==> src/cra_pkg.sv <==
package cra_pkg;

   localparam int unsigned CRA_WORD_W = 32;
   localparam int unsigned CRA_CMD_W = 8;
   localparam int unsigned CRA_NCH = 4;

   // Command byte field positions
   localparam int unsigned CRA_POS_CMD_BIT = 7;
   localparam int unsigned CRA_POS_ARRAY = 6;
   localparam int unsigned CRA_POS_CS_HIGH = 5;
   localparam int unsigned CRA_POS_CS_LOW = 4;
   localparam int unsigned CRA_POS_RW = 3;

   // Register select codes in D2..D0
   localparam logic [2:0] CRA_RS_OFFSET = 3'h1;
   localparam logic [2:0] CRA_RS_GAIN = 3'h2;
   localparam logic [2:0] CRA_RS_SETUP = 3'h5;

   // Bit and channel counter limits
   localparam logic [4:0] CRA_CMD_LAST_BIT = 5'h07;
   localparam logic [4:0] CRA_WORD_LAST_BIT = 5'h1f;
   localparam logic [1:0] CRA_CH_LAST_TWO = 2'h1;
   localparam logic [1:0] CRA_CH_LAST_FOUR = 2'h3;

   // Values after reset
   localparam logic [31:0] CRA_OFFSET_RST = 32'h00000000;
   localparam logic [31:0] CRA_GAIN_RST = 32'h0100000;
   localparam logic [31:0] CRA_SETUP_RST = 32'h00000000;

   typedef enum logic [1:0] {
      CRA_KIND_NONE = 2'h0,
      CRA_KIND_OFFSET = 2'h1,
      CRA_KIND_GAIN = 2'h2,
      CRA_KIND_SETUP = 2'h3
   } cra_kind_e;

   typedef enum logic [1:0] {
      CRA_ST_CMD = 2'h0,
      CRA_ST_XFER = 2'h1
   } cra_state_e;

   typedef struct packed {
      logic valid;
      logic array_access_flag;
      logic read;
      logic [1:0] chan;
      cra_kind_e kind;
   } cra_cmd_s;

   typedef struct packed {
      logic [3:0][31:0] offset;
      logic [3:0][31:0] gain;
      logic [3:0][31:0] setup;
   } cra_regs_s;

endpackage : cra_pkg

==> src/cra_cmd_decode.sv <==
`timescale 1ns/1ps
`default_nettype none

module cra_cmd_decode (
   input wire logic [7:0] cmd_byte_in, // Command byte, D7 first received
   output cra_pkg::cra_cmd_s dec_out // Decoded access
);

   wire logic [2:0] rs_sel;
   wire logic array_access_flag;
   wire logic [1:0] chan_sel;
   wire logic chans_clear;
   wire logic cmd_bit;
   cra_pkg::cra_kind_e kind;

   assign rs_sel = cmd_byte_in[2:0];
   assign cmd_bit = cmd_byte_in[cra_pkg::CRA_POS_CMD_BIT];
   assign array_access_flag = cmd_byte_in[cra_pkg::CRA_POS_ARRAY];
   // selector in D5..D4
   assign chan_sel = {cmd_byte_in[cra_pkg::CRA_POS_CS_HIGH], cmd_byte_in[cra_pkg::CRA_POS_CS_LOW]};
   assign chans_clear = (chan_sel == 2'h0);
   // select codes
   assign kind = (rs_sel == cra_pkg::CRA_RS_OFFSET) ? cra_pkg::CRA_KIND_OFFSET :
                 (rs_sel == cra_pkg::CRA_RS_GAIN) ? cra_pkg::CRA_KIND_GAIN :
                 (rs_sel == cra_pkg::CRA_RS_SETUP) ? cra_pkg::CRA_KIND_SETUP :
                 cra_pkg::CRA_KIND_NONE;

   // Array form needs the channel bits at zero
   assign dec_out.valid = !cmd_bit && (kind != cra_pkg::CRA_KIND_NONE) && (!array_access_flag || chans_clear);
   assign dec_out.array_access_flag = array_access_flag;
   assign dec_out.read = cmd_byte_in[cra_pkg::CRA_POS_RW];
   assign dec_out.chan = array_access_flag ? 2'h0 : chan_sel;
   assign dec_out.kind = kind;

endmodule : cra_cmd_decode

`default_nettype wire

==> src/cra_access.sv <==
// Operation
// Individual commands carry the channel selector in D5 and D4.
// Offset selector 00 and 01 reach offset registers one and two.
// Offset selector 10 and 11 reach registers three and four, four-channel only.
// Gain selector 00 and 01 reach gain registers one and two.
// Gain selector 10 and 11 reach gain three and four, four-channel only.
// Read bit set returns the selected register instead of storing.
// Individual gain byte is 00, selector, read bit, then 010.
// Array offset byte is 0, 1, 00, read bit, then 001.
// Array access moves every channel, MSB first, channel 0 upward.
// After reset wait for command; first eight bits form the command.
// Array setup byte is 0, 1, 00, read bit, then 101.
// Read bit clear stores following host words into selected registers.
`timescale 1ns/1ps
`default_nettype none

module cra_access (
   input wire logic clock_in, // 200 MHz
   input wire logic rst_b_in, // Async reset, active low
   input wire logic bit_valid_in, // One serial bit shifted in
   input wire logic bit_data_in, // Value of that bit
   input wire logic four_channel_in, // Strap: four-channel variant
   output logic sdo_bit_out, // Bit for host to shift out, MSB first
   output logic sdo_en_out, // High while read data is presented
   output logic busy_out, // Data phase in progress
   output logic cmd_accept_out, // Pulse: command taken
   output logic cmd_reject_out, // Pulse: command not handled here
   output cra_pkg::cra_regs_s regs_out // Calibration and setup registers
);

   cra_pkg::cra_state_e state_r, state_nxt;
   cra_pkg::cra_cmd_s cmd_r, cmd_nxt;
   cra_pkg::cra_cmd_s dec;
   cra_pkg::cra_regs_s regs_r, regs_nxt;
   logic [7:0] cmd_sh_r;
   logic [4:0] bit_cnt_r;
   logic [1:0] ch_r, ch_nxt;
   logic [31:0] shift_r, shift_nxt;
   logic four_meta_r, four_r;
   logic accept_r, reject_r, sdo_en_r;
   wire logic [7:0] cmd_byte;
   wire logic [31:0] word_in;
   wire logic in_cmd;
   wire logic in_xfer;
   wire logic cmd_done;
   wire logic word_done;
   wire logic last_word;
   wire logic [1:0] last_ch;
   wire logic ch_exists;

   // Reads of an absent channel return zero
   function automatic logic [31:0] rd_word(input cra_pkg::cra_regs_s regs, input cra_pkg::cra_kind_e kind,
                                           input logic [1:0] ch, input logic four);
      logic [31:0] w;
      w = 32'h00000000;
      // selector picks register
      if (four || !ch[1])
      begin
         unique case (kind)
            cra_pkg::CRA_KIND_OFFSET: w = regs.offset[ch];
            cra_pkg::CRA_KIND_GAIN: w = regs.gain[ch];
            cra_pkg::CRA_KIND_SETUP: w = regs.setup[ch];
            default: w = 32'h00000000;
         endcase
      end
      return w;
   endfunction : rd_word

   cra_cmd_decode u_decode (
      .cmd_byte_in(cmd_byte),
      .dec_out(dec)
   );

   // Strap arrives from a pin, so two flops first
   always_ff @(posedge clock_in or negedge rst_b_in)
   begin
      if (!rst_b_in)
      begin
         four_meta_r <= 1'b0;
         four_r <= 1'b0;
      end
      else
      begin
         four_meta_r <= four_channel_in;
         four_r <= four_meta_r;
      end
   end

   // first eight bits
   assign in_cmd = (state_r == cra_pkg::CRA_ST_CMD);
   assign in_xfer = (state_r == cra_pkg::CRA_ST_XFER);
   assign cmd_byte = {cmd_sh_r[6:0], bit_data_in};
   assign cmd_done = in_cmd && bit_valid_in && (bit_cnt_r == cra_pkg::CRA_CMD_LAST_BIT);
   assign word_in = {shift_r[30:0], bit_data_in};
   assign word_done = in_xfer && bit_valid_in && (bit_cnt_r == cra_pkg::CRA_WORD_LAST_BIT);
   // channel count
   assign last_ch = four_r ? cra_pkg::CRA_CH_LAST_FOUR : cra_pkg::CRA_CH_LAST_TWO;
   assign last_word = !cmd_r.array_access_flag || (ch_r == last_ch);
   // upper pair only on four channels
   assign ch_exists = four_r || !ch_r[1];

   always_comb
   begin
      state_nxt = state_r;
      cmd_nxt = cmd_r;
      ch_nxt = ch_r;
      shift_nxt = shift_r;
      regs_nxt = regs_r;
      if (cmd_done && dec.valid)
      begin
         state_nxt = cra_pkg::CRA_ST_XFER;
         cmd_nxt = dec;
         // channel from D5..D4
         ch_nxt = dec.chan;
         // preload selected word
         shift_nxt = dec.read ? rd_word(regs_r, dec.kind, dec.chan, four_r) : 32'h00000000;
      end
      else if (in_xfer && bit_valid_in)
      begin
         // MSB first
         shift_nxt = cmd_r.read ? {shift_r[30:0], 1'b0} : word_in;
         if (word_done)
         begin
            // store written word
            if (!cmd_r.read && ch_exists)
            begin
               unique case (cmd_r.kind)
                  cra_pkg::CRA_KIND_OFFSET: regs_nxt.offset[ch_r] = word_in;
                  cra_pkg::CRA_KIND_GAIN: regs_nxt.gain[ch_r] = word_in;
                  cra_pkg::CRA_KIND_SETUP: regs_nxt.setup[ch_r] = word_in;
                  default: regs_nxt = regs_r;
               endcase
            end
            if (last_word)
            begin
               state_nxt = cra_pkg::CRA_ST_CMD;
            end
            else
            begin
               // next channel upward
               ch_nxt = ch_r + 2'h1;
               shift_nxt = cmd_r.read ? rd_word(regs_r, cmd_r.kind, ch_r + 2'h1, four_r) : 32'h00000000;
            end
         end
      end
   end

   always_ff @(posedge clock_in or negedge rst_b_in)
   begin
      if (!rst_b_in)
      begin
         state_r <= cra_pkg::CRA_ST_CMD;
         cmd_r <= '0;
         ch_r <= 2'h0;
         shift_r <= 32'h00000000;
         cmd_sh_r <= 8'h00;
         bit_cnt_r <= 5'h00;
         accept_r <= 1'b0;
         reject_r <= 1'b0;
         sdo_en_r <= 1'b0;
         regs_r.offset <= {cra_pkg::CRA_NCH{cra_pkg::CRA_OFFSET_RST}};
         regs_r.gain <= {cra_pkg::CRA_NCH{cra_pkg::CRA_GAIN_RST}};
         regs_r.setup <= {cra_pkg::CRA_NCH{cra_pkg::CRA_SETUP_RST}};
      end
      else
      begin
         state_r <= state_nxt;
         cmd_r <= cmd_nxt;
         ch_r <= ch_nxt;
         shift_r <= shift_nxt;
         regs_r <= regs_nxt;
         cmd_sh_r <= (in_cmd && bit_valid_in) ? cmd_byte : cmd_sh_r;
         // Counter wraps at 8 in command phase, at 32 in data phase
         bit_cnt_r <= (cmd_done || word_done) ? 5'h00 : (bit_valid_in ? bit_cnt_r + 5'h01 : bit_cnt_r);
         accept_r <= cmd_done && dec.valid;
         reject_r <= cmd_done && !dec.valid;
         // read data phase, registered so the pin is glitch free
         sdo_en_r <= (state_nxt == cra_pkg::CRA_ST_XFER) && cmd_nxt.read;
      end
   end

   assign sdo_bit_out = shift_r[31];
   assign sdo_en_out = sdo_en_r;
   assign busy_out = state_r[0];
   assign cmd_accept_out = accept_r;
   assign cmd_reject_out = reject_r;
   assign regs_out = regs_r;

   chan_field_a: assert property (
      @(posedge clock_in) disable iff (!rst_b_in)
      cmd_done && dec.valid && !cmd_byte[6] |=> ch_r == $past(cmd_byte[5:4]))
      else $error("channel selector not taken from D5..D4");

   offset_low_a: assert property (
      @(posedge clock_in) disable iff (!rst_b_in)
      cmd_done && cmd_byte == 8'h19 |=> shift_r == $past(regs_r.offset[1]))
      else $error("offset selector 01 read wrong register");

   offset_high_a: assert property (
      @(posedge clock_in) disable iff (!rst_b_in)
      cmd_done && cmd_byte == 8'h29 |=> shift_r == ($past(four_r) ? $past(regs_r.offset[2]) : 32'h00000000))
      else $error("offset selector 10 wrong for variant");

   gain_low_a: assert property (
      @(posedge clock_in) disable iff (!rst_b_in)
      cmd_done && cmd_byte == 8'h0a |=> shift_r == $past(regs_r.gain[0]) && sdo_en_out)
      else $error("gain selector 00 read wrong register");

   gain_high_a: assert property (
      @(posedge clock_in) disable iff (!rst_b_in)
      word_done && !cmd_r.read && cmd_r.kind == cra_pkg::CRA_KIND_GAIN && ch_r == 2'h3 && !four_r
      |=> $stable(regs_r.gain))
      else $error("gain register four written on two-channel part");

   read_hold_a: assert property (
      @(posedge clock_in) disable iff (!rst_b_in)
      in_xfer && cmd_r.read |=> $stable(regs_r))
      else $error("register changed during read");

   gain_decode_a: assert property (
      @(posedge clock_in) disable iff (!rst_b_in)
      cmd_done && cmd_byte[7:6] == 2'h0 && cmd_byte[2:0] == 3'h2
      |=> busy_out && cmd_r.kind == cra_pkg::CRA_KIND_GAIN && !cmd_r.array_access_flag)
      else $error("individual gain byte not decoded");

   offset_array_a: assert property (
      @(posedge clock_in) disable iff (!rst_b_in)
      cmd_done && cmd_byte == 8'h41 |=> cmd_accept_out && cmd_r.array_access_flag && ch_r == 2'h0)
      else $error("array offset byte not decoded");

   array_step_a: assert property (
      @(posedge clock_in) disable iff (!rst_b_in)
      word_done && cmd_r.array_access_flag && !last_word |=> busy_out && ch_r == $past(ch_r) + 2'h1)
      else $error("array channel did not advance");

   cmd_byte_a: assert property (
      @(posedge clock_in) disable iff (!rst_b_in)
      cmd_done |=> busy_out || cmd_reject_out)
      else $error("eighth bit did not complete command");

   setup_array_a: assert property (
      @(posedge clock_in) disable iff (!rst_b_in)
      cmd_done && cmd_byte == 8'h4d |=> sdo_en_out && cmd_r.kind == cra_pkg::CRA_KIND_SETUP)
      else $error("array setup read byte not decoded");

   write_store_a: assert property (
      @(posedge clock_in) disable iff (!rst_b_in)
      word_done && !cmd_r.read && cmd_r.kind == cra_pkg::CRA_KIND_OFFSET && ch_r == 2'h1
      |=> regs_r.offset[1] == $past(word_in))
      else $error("offset word not stored");

endmodule : cra_access

`default_nettype wire

==> config.mk <==
export PLATFORM = sky130hd
export DESIGN_NAME = cra_access
export DESIGN_NICKNAME = d
export VERILOG_FILES = /design/src/cra_pkg.sv /design/src/cra_cmd_decode.sv /design/src/cra_access.sv
export SDC_FILE = /design/constraint.sdc
export NUM_CORES = 1
export LEC_CHECK = 0
export BUFFER_PORTS_ARGS = -buffer_cell sky130_fd_sc_hd__buf_2
export CAP_MARGIN = 30
export CORE_MARGIN = 2
export CORE_UTILIZATION = 40
export CTS_BUF_LIST = sky130_fd_sc_hd__clkbuf_2 sky130_fd_sc_hd__clkbuf_4 sky130_fd_sc_hd__clkbuf_8
export CTS_CLUSTER_SIZE = 14
export DETAILED_ROUTE_END_ITERATION = 10
export PLACE_DENSITY_LB_ADDON = 0.08
export SYNTH_ARGS = -nofsm -noshare
export SYNTH_HDL_FRONTEND = slang
export SYNTH_HIERARCHICAL = 1
export SYNTH_SLANG_ARGS = --single-unit
==> constraint.sdc <==
create_clock -name clock_in -period 2.8 [get_ports clock_in]
set_clock_uncertainty 0.15 [all_clocks]
set_input_delay 0.14 -clock clock_in [delete_from_list [all_inputs] [get_ports clock_in]]
set_output_delay 0.14 -clock clock_in [all_outputs]
set_load 0.005 [all_outputs]
# ---- Yosys cells after proc, flatten, opt, wreduce, memory -nomap -nowiden
# Index checks and enable logic that the tools add are counted.
dict set report classes {
  reduce_logical 35
  n_eq_ne 15
  n_bitwise 1
  n_addsub 2
  n_mux 44
  n_lt_le_gt_ge 4
}
# op n
set op_table {}
lappend op_table {{$mux W32} 15}
lappend op_table {{$bmux W32 S2} 6}
lappend op_table {{$bwmux W128} 3}
lappend op_table {{$pmux W32 S3} 2}
lappend op_table {{$demux W32 S2} 1}
lappend op_table {{$mux W2} 13}
lappend op_table {{$mux W5} 3}
lappend op_table {{$reduce_and A5 Y1} 3}
lappend op_table {{$logic_and A1 B1 Y1} 11}
lappend op_table {{$lt A2 B3 Y1 const B} 3}
lappend op_table {{$eq A2 B1 Y1 const B} 4}
lappend op_table {{$eq A2 B2 Y1 const B} 4}
lappend op_table {{$logic_not A1 Y1} 8}
lappend op_table {{$reduce_bool A2 Y1} 4}
lappend op_table {{$logic_or A1 B1 Y1} 6}
lappend op_table {{$add A5 B1 Y5 const B} 1}
lappend op_table {{$eq A5 B3 Y1 const B} 1}
lappend op_table {{$eq A5 B5 Y1 const B} 1}
lappend op_table {{$logic_not A2 Y1} 2}
lappend op_table {{$eq A3 B1 Y1 const B} 1}
lappend op_table {{$eq A3 B2 Y1 const B} 1}
lappend op_table {{$eq A3 B3 Y1 const B} 1}
lappend op_table {{$reduce_and A3 Y1} 1}
lappend op_table {{$add A2 B1 Y2 const B} 1}
lappend op_table {{5 further kinds} 5}
dict set report word_totals {
  input_bits 5
  wordCells 127
  regBits 443
}

# ---- Longest topological paths before layout
# Gate-level depths: netlist (run 1).
dict set report depth {
  depth_word 11
  depth_mapped 13
}

# ---- Hierarchy
# Netlist (run 1), hierarchy kept.
# mod instances area_each_um2 cells_per_inst
set modules_own_cells {}
lappend modules_own_cells {cra_access 1 23099.7 1516}
lappend modules_own_cells {cra_cmd_decode 1 75.1 10}

# ---- Least setup slack after synthesis (run 1)
# OpenSTA, ideal clock, no wires.
dict set report synth_path {
  path_type {flip-flop to flip-flop}
  start {register ch_r[0]}
  end {register shift_r[23]}
  path_buffers 6
  path_slack_ps -320
  synth_period_minus_slack_ps 3120
  arrival_time_ps 2844
  path_stages_with_launch 13
  cell_sequence {dfrtp_1 -> buf_2 -> buf_6 -> buf_2 -> inv_1 -> ha_1 -> buf_2 -> buf_2 -> clkbuf_1 -> mux4_2 -> nand3_1 -> nand3_1 -> o32a_1}
}
dict set report synth_between {
  elab_chain_len 10
  elab_cells_between_ends 18
  classes_between {add/sub (1); eq/ne (1); mux (13); reduce/logical (3)}
}
# element line
set synth_lines {}
lappend synth_lines {{start, declared} cra_access.sv:37} ;# logic [1:0] ch_r, ch_nxt;
lappend synth_lines {{start signal, assigned} cra_access.sv:169} ;# ch_r <= ch_nxt;
lappend synth_lines {{$add A2 B1 Y2} cra_access.sv:142} ;# shift_nxt = cmd_r.read ? rd_word(regs_r, cmd_r.kind, ch_r + 2'h1, four_r) : 32'h00000000;
lappend synth_lines {{$bmux W32 S2 (on tied branches)} {cra_access.sv:62, cra_access.sv:60, cra_access.sv:61}}
lappend synth_lines {{$mux W32 (on tied branches)} {cra_access.sv:62, cra_access.sv:60, cra_access.sv:61}}
lappend synth_lines {{$pmux W32 S3} cra_access.sv:59} ;# unique case (kind)
lappend synth_lines {{$mux W32} cra_access.sv:57} ;# if (four || !ch[1])
lappend synth_lines {{$mux W32} cra_access.sv:142}
lappend synth_lines {{$mux W32 (*)} cra_access.sv:134} ;# if (last_word)
lappend synth_lines {{$mux W32 (*)} cra_access.sv:122} ;# if (word_done)
lappend synth_lines {{$mux W32 (*)} cra_access.sv:118} ;# else if (in_xfer && bit_valid_in)
lappend synth_lines {{$mux W32 (*)} cra_access.sv:109} ;# if (cmd_done && dec.valid)
lappend synth_lines {{end signal, assigned} cra_access.sv:170} ;# shift_r <= shift_nxt;
lappend synth_lines {{end, declared} cra_access.sv:38} ;# logic [31:0] shift_r, shift_nxt;
# Every way passes the cells marked *; elsewhere a longest branch is shown, timed or not. The select of a mux whose other input is x is not followed.
# A chain may end at the register's enable or synchronous reset.

# ---- Worst setup path after layout (run 1)
dict set report layout_path {
  start {register bit_cnt_r[0]}
  end {register regs_r, in the netlist regs_out[336]}
}
dict set report layout_between {
  elab_chain_len 5
  elab_cells_between_ends 7
  classes_between {eq/ne (2); bitwise (1); reduce/logical (4)}
}
# element line
set layout_lines {}
lappend layout_lines {{start, declared} cra_access.sv:36} ;# logic [4:0] bit_cnt_r;
lappend layout_lines {{start signal, assigned} cra_access.sv:174} ;# bit_cnt_r <= (cmd_done || word_done) ? 5'h00 : (bit_valid_in ? bit_cnt_r + 5'h01 : bit_cnt_r);
lappend layout_lines {{$eq A5 B3 Y1} cra_access.sv:93} ;# assign cmd_done = in_cmd && bit_valid_in && (bit_cnt_r == cra_pkg::CRA_CMD_LAST_BIT);
lappend layout_lines {{$logic_and A1 B1 Y1} cra_access.sv:93}
lappend layout_lines {{$logic_and A1 B1 Y1} cra_access.sv:109}
lappend layout_lines {{$not A1 Y1 (no source line)} --}
lappend layout_lines {{$reduce_and A5 Y1 (no source line) (*)} --}
lappend layout_lines {{end signal, assigned} cra_access.sv:171} ;# regs_r <= regs_nxt;
lappend layout_lines {{end, declared} cra_access.sv:34} ;# cra_pkg::cra_regs_s regs_r, regs_nxt;
# Every way passes the cells marked *; elsewhere a longest branch is shown, timed or not.

==> results.sh, run 1 <==
export IMPL_crit_required_ns=3.17
export IMPL_fillCellCount=5110
export IMPL_async_flop_share_pct=100
export IMPL_netlist_area_leader_share_pct=47.2
export IMPL_holdWs_ns=0.0667
export IMPL_end_kind="flop"
export IMPL_syn_nets=1538
export IMPL_cp_arrival_ns=3.08
export IMPL_drtIter0Drc=1050
export IMPL_port_buffer_count=393
export IMPL_drive_gt1_share_pct=60.2
export IMPL_slew_headroom_pct=56.6
export IMPL_final_nets=1962
export IMPL_slowest_delay_ns=0.40
export IMPL_path_cells="ha_1 > and3_1 > ha_1 > and4b_2 > and3_1 > nand2_2 > buf_12 > mux2_2"
export IMPL_startpoint_type="flop"
export IMPL_routed_wl_mm=79.7
export IMPL_htreeDepth=3
export IMPL_cts_path_max_buffers=3
export IMPL_status="finished, final reports clean"
export IMPL_grt_max_degree=65
export IMPL_r2r_slack_ns=0.1
export IMPL_grt_setup_unrepaired="no"
export IMPL_irDropWorstVdd_uv=446
export IMPL_ys_warn_count=6
export IMPL_ys_seq_area_share_pct=47.6
export IMPL_cellLeakagePower_nw=14.4
export IMPL_ys_types=54
export IMPL_cts_sinks=441
export IMPL_layout_min_cycle_time_ns=2.70
export IMPL_cp_max_fo=18
export IMPL_core_mm2=0.0575
export IMPL_finalWeightedCongestion=0.802
export IMPL_max_freq_mhz=370
export IMPL_syn2layout_area_growth_pct=22.7
export IMPL_synth_cells=1526
export IMPL_root_buffer="clkbuf_8"
export IMPL_utilization_pct=49.5
export IMPL_yosysTopAreaCell="dfrtp_1"
export IMPL_dieArea_mm2=0.0599
export IMPL_worstSetupPathType="reg -> reg"
export IMPL_postLayoutSetupSlackWorst_ns=0.0969
export IMPL_syn_area_mm2=0.0232
export IMPL_cap_violations=0
export IMPL_tightestPinTransition_ns=0.651
export IMPL_cts_tree="built"
export IMPL_drcViolationCount=0
export IMPL_final_antenna_net_count=0
export IMPL_grt_ovfl_total=0
export IMPL_chipHeight_um=245
export IMPL_vias_per_cell=5.81
export IMPL_firstDrtPassIters=4
export IMPL_via_count=16100
export IMPL_total_power_mw=19.6
export IMPL_hold_path_class="in -> async"
export IMPL_antenna_found_initial=1
export IMPL_path_clk_slew_ns=0.06
export IMPL_yosys_top_cells_count="dfrtp_1, mux2_2, mux4_2"
export IMPL_finalSetupViolCount=0
export IMPL_grt_usage_pct=26.8
export IMPL_cts_setup_buffers=0
export IMPL_synth_top_flop_cell="dfrtp_1"
export IMPL_rows=88
export IMPL_clock_latency_ns=0.66
export IMPL_critPathSlowestCell="dfrtp_1"
export IMPL_grt_pass1_wl_mm=118
export IMPL_first_global_vias=16800
export IMPL_num_io_pins=394
export IMPL_finalMaxSlewViolations=0
export IMPL_synth_avg_cell_area_um2=15.2
export IMPL_hold_viol=0
export IMPL_start_util_pct=40.3
export IMPL_synth_area_leaders="dfrtp_1, mux4_2, mux2_2, mux2i_1, mux2_1"
export IMPL_power_density_mw_per_mm2=691
export IMPL_pre_cts_slack_ns=0.101
export IMPL_numCtsBuffers=83
export IMPL_synth_most_common_cell="dfrtp_1"
export IMPL_ys_ff_latch=441
export IMPL_setup_tns_ns=0
export IMPL_synth_edf_count=0
export IMPL_route_detailed_wl_per_inst_um=28.7
export IMPL_hpwl_mm=52.5
export IMPL_die_width_um=245
export IMPL_min_period_over_period_pct=96.5
per-stage QoR:
stage	instances	cell area, um2
4_1_cts	2774	28400
2_1_floorplan	1526	23200
3_3_place_gp	2624	26600
6_report	2775	28400
3_5_place_dp	2624	26600
5_1_grt	2775	28400
registers in the layout, indices dropped and copies added, names as in the netlist:
register	cells
shift_r	32
ch_r	2
bit_cnt_r	5
regs_out	384
four_meta_r	1
state_r	2
cmd_sh_r	7
four_r	1
cmd_accept_out	1
sdo_en_out	1
cmd_r	4
cmd_reject_out	1
cell usage in the layout, fill, tap and decap left out, types with 41 or more instances in the layout:
cell type	count
buf_12	51
buf_2	392
clkbuf_8	105
dfrtp_1	436
mux2_1	41
mux2_2	354
mux2i_1	65
mux4_2	191
nand2_1	44
nand3_1	67
metal layers:
layer	up-vias	track usage, %	share of wire [%]
met5	-	0	0
met4	0	8.39	2.6
met3	117	6.31	7.1
met2	586	42.1	47
met1	8679	36.8	43
li1	6738	-	-
critical path, delay by kind of cell, from the launching register on:
family / cells / cell delay (ns)
fa+ha+maj: 2 / 0.45
buf+inv: 1 / 0.23
flops: 1 / 0.40
mux: 1 / 0.36
simple gates: 4 / 0.99
final timing paths:
check / start / endpoint / cells after the start
worst max-delay path: bit_cnt_r[0] / regs_out[336] / 8
worst min-delay path: rst_b_in / regs_out[159] / 3
worst max register to register: bit_cnt_r[0] / regs_out[336] / 8
worst min register to register: four_meta_r / four_r / 0
max in group asynchronous: rst_b_in / regs_out[93] / 4
min in group clock_in: four_meta_r / four_r / 0
report_power, final:
part / internal [mW] / switching, mW
combinational: 2.34 / 2.94
clock: 3.83 / 2.81
sequential: 6.71 / 1.00
total: 12.9 / 6.75
kinds of logic (layout without fill, tap and decap cells):
kind of cell	count (synthesis)	in the layout	synth area share [%]
AOI/OAI and AO/OA	79	79	2.78
xor gates and xnor gates	3	3	0.113
adders and majority gates	7	7	0.378
buffers and inverters	158	641	3.94
DFF	441	441	47.6
muxes	651	651	40.6
other	0	1	0
and+or+nand+nor	187	187	4.59
cell type report:
cell class,instances,area (um2),share of cell area (%)
inverter,9,33.8,0.119
clock buffer,134,1660,5.85
antenna,1,2.50,0.00880
timing repair buffer,488,3360,11.8
tap,765,957,3.37
clock inverter,10,90.1,0.317
sequential,441,11000,38.9
multi-input combinational,927,11300,39.7
repair_timing:
action,CTS,global route
resized for setup,0,1
setup endpoints to repair,0,81
endpoints found under the hold margin,458,0
hold buffers,6,0
Power figures use the tool's default switching activity.
==> run 2: changes to the inputs <==
--- a/config.mk
+++ b/config.mk
@@ -6,12 +6,13 @@
 export NUM_CORES = 1
 export LEC_CHECK = 0
 export BUFFER_PORTS_ARGS = -buffer_cell sky130_fd_sc_hd__buf_2
-export CAP_MARGIN = 30
+export CAP_MARGIN = 20
 export CORE_MARGIN = 2
 export CORE_UTILIZATION = 40
 export CTS_BUF_LIST = sky130_fd_sc_hd__clkbuf_2 sky130_fd_sc_hd__clkbuf_4 sky130_fd_sc_hd__clkbuf_8
 export CTS_CLUSTER_SIZE = 14
 export DETAILED_ROUTE_END_ITERATION = 10
+export MAX_ROUTING_LAYER = met4
 export PLACE_DENSITY_LB_ADDON = 0.08
 export SYNTH_ARGS = -nofsm -noshare
 export SYNTH_HDL_FRONTEND = slang
==> results.sh, run 2 (same netlist as run 1, synthesis figures left out) <==
export IMPL_drive_gt1_share_pct=60.2
export IMPL_path_delay_family="simple AND/OR/NAND/NOR gates"
export IMPL_cap_violations=0
export IMPL_cts_sinks=441
export IMPL_die_width_um=245
export IMPL_irDropWorstVdd_uv=450
export IMPL_port_buffer_count=393
export IMPL_hold_viol=0
export IMPL_drtIter0Drc=974
export IMPL_grt_usage_pct=27.6
export IMPL_htreeDepth=3
export IMPL_numCtsBuffers=83
export IMPL_final_cell_mix="dfrtp_1, buf_2, mux2_2, mux4_2, clkbuf_8"
export IMPL_finalMaxSlewViolations=0
export IMPL_top_layer_used="met4"
export IMPL_setup_tns_ns=0
export IMPL_detailed_place_area_mm2=0.0266
export IMPL_power_density_mw_per_mm2=690
export IMPL_start_util_pct=40.3
export IMPL_pre_cts_slack_ns=0.101
export IMPL_startpoint_type="flop"
export IMPL_hold_path_class="in -> async"
export IMPL_critPathSlowestCell="dfrtp_1"
export IMPL_rows=88
export IMPL_slew_headroom_pct=57.1
export IMPL_tightestPinTransition_ns=0.643
export IMPL_status="finished, final reports clean"
export IMPL_largest_reg_flops=384
export IMPL_met2_wirelength_mm=37.7
export IMPL_utilization_pct=49.5
export IMPL_crit_buf_inv=1
export IMPL_fin_area_mm2=0.0284
export IMPL_grt_pass1_wl_mm=118
export IMPL_drcViolationCount=0
export IMPL_final_antenna_net_count=0
export IMPL_max_freq_mhz=368
export IMPL_first_global_vias=16800
export IMPL_grt_max_degree=65
export IMPL_layout_min_cycle_time_ns=2.71
export IMPL_final_nets=1962
export IMPL_end_kind="flop"
export IMPL_min_period_over_period_pct=96.9
export IMPL_clock_latency_ns=0.66
export IMPL_routed_wl_mm=79.5
export IMPL_finalWeightedCongestion=0.814
export IMPL_firstDrtPassIters=5
export IMPL_grt_setup_unrepaired="no"
export IMPL_core_mm2=0.0575
export IMPL_root_buffer="clkbuf_8"
export IMPL_worstSetupPathType="reg -> reg"
export IMPL_num_io_pins=394
export IMPL_path_cells="ha_1 > and3_1 > ha_1 > and4b_2 > and3_1 > nand2_2 > buf_12 > mux2_2"
export IMPL_hpwl_mm=52.5
export IMPL_route_met3_wl_mm=5.56
export IMPL_dieArea_mm2=0.0599
export IMPL_cts_tree="built"
export IMPL_antenna_found_initial=1
export IMPL_r2r_slack_ns=0.09
export IMPL_holdWs_ns=0.0659
export IMPL_syn2layout_area_growth_pct=22.7
export IMPL_chipHeight_um=245
export IMPL_crit_required_ns=3.18
export IMPL_grt_ovfl_total=0
export IMPL_slowest_delay_ns=0.40
export IMPL_finalSetupViolCount=0
export IMPL_cp_max_fo=18
export IMPL_drt_met1_wl_mm=34.1
export IMPL_cellLeakagePower_nw=14.4
export IMPL_cts_path_max_buffers=3
export IMPL_final_common_cell="dfrtp_1"
export IMPL_postLayoutSetupSlackWorst_ns=0.0859
export IMPL_cp_arrival_ns=3.09
export IMPL_vias_per_cell=5.80
export IMPL_route_detailed_wl_per_inst_um=28.6
export IMPL_path_clk_slew_ns=0.06
export IMPL_via_count=16100
-- run 2: cell counts in the layout (fill, tap and decap cells not counted) --
No cell type changed its count.
-- run 2: power breakdown --
group          leakage [nW]  switching [mW]  internal (mW)
combinational          7.48            2.93           2.34
sequential             6.01            1.00           6.71
clock                 0.928            2.80           3.83
total                  14.4            6.73           12.9
-- run 2: per-layer routing --
layer / vias to the layer above / track usage, %
met5: - / -
met4: 0 / 8.43
met3: 121 / 6.23
met2: 591 / 42.1
met1: 8632 / 36.8
li1: 6742 / -
-- run 2: final cells by class --
cell class,instances,area (um2)
clock inverters,10,90.1
repair buffers,488,3360
flip-flops and latches,441,11000
clock buffers,134,1660
inverters,9,33.8
diodes,1,2.50
multi-input cells,927,11300
fillers,5110,29000
well taps,765,957
-- run 2: tightest hold or removal path: stages --
cell and delay [ns]:
dlygate4sd3_1 0.57, buf_8 0.24, buf_16 0.28
-- run 2: what timing repair did --
action	in CTS	in global routing
hold endpoints to repair	458	0
hold buffers	6	0
setup buffers	0	0
setup endpoints to repair	0	82
resized for setup	0	1
-- run 2: path summary, 6_finish.rpt --
| check | start | to | depth (start not counted) |
|---|---|---|---|
| max reg2reg | bit_cnt_r[0] | regs_out[336] | 8 |
| max in group asynchronous | rst_b_in | regs_out[93] | 4 |
| max | bit_cnt_r[0] | regs_out[336] | 8 |
| min reg2reg | four_meta_r | four_r | 0 |
| min in group clock_in | four_meta_r | four_r | 0 |
| min | rst_b_in | regs_out[159] | 3 |
-- run 2: metrics by stage --
stage | cells | total power, mW
6_report | 2775 | 19.6
5_1_grt | 2775 | 20.6
4_1_cts | 2774 | 19.9
3_5_place_dp | 2624 | 13.2
3_3_place_gp | 2624 | 13.2
2_1_floorplan | 1526 | 10.9
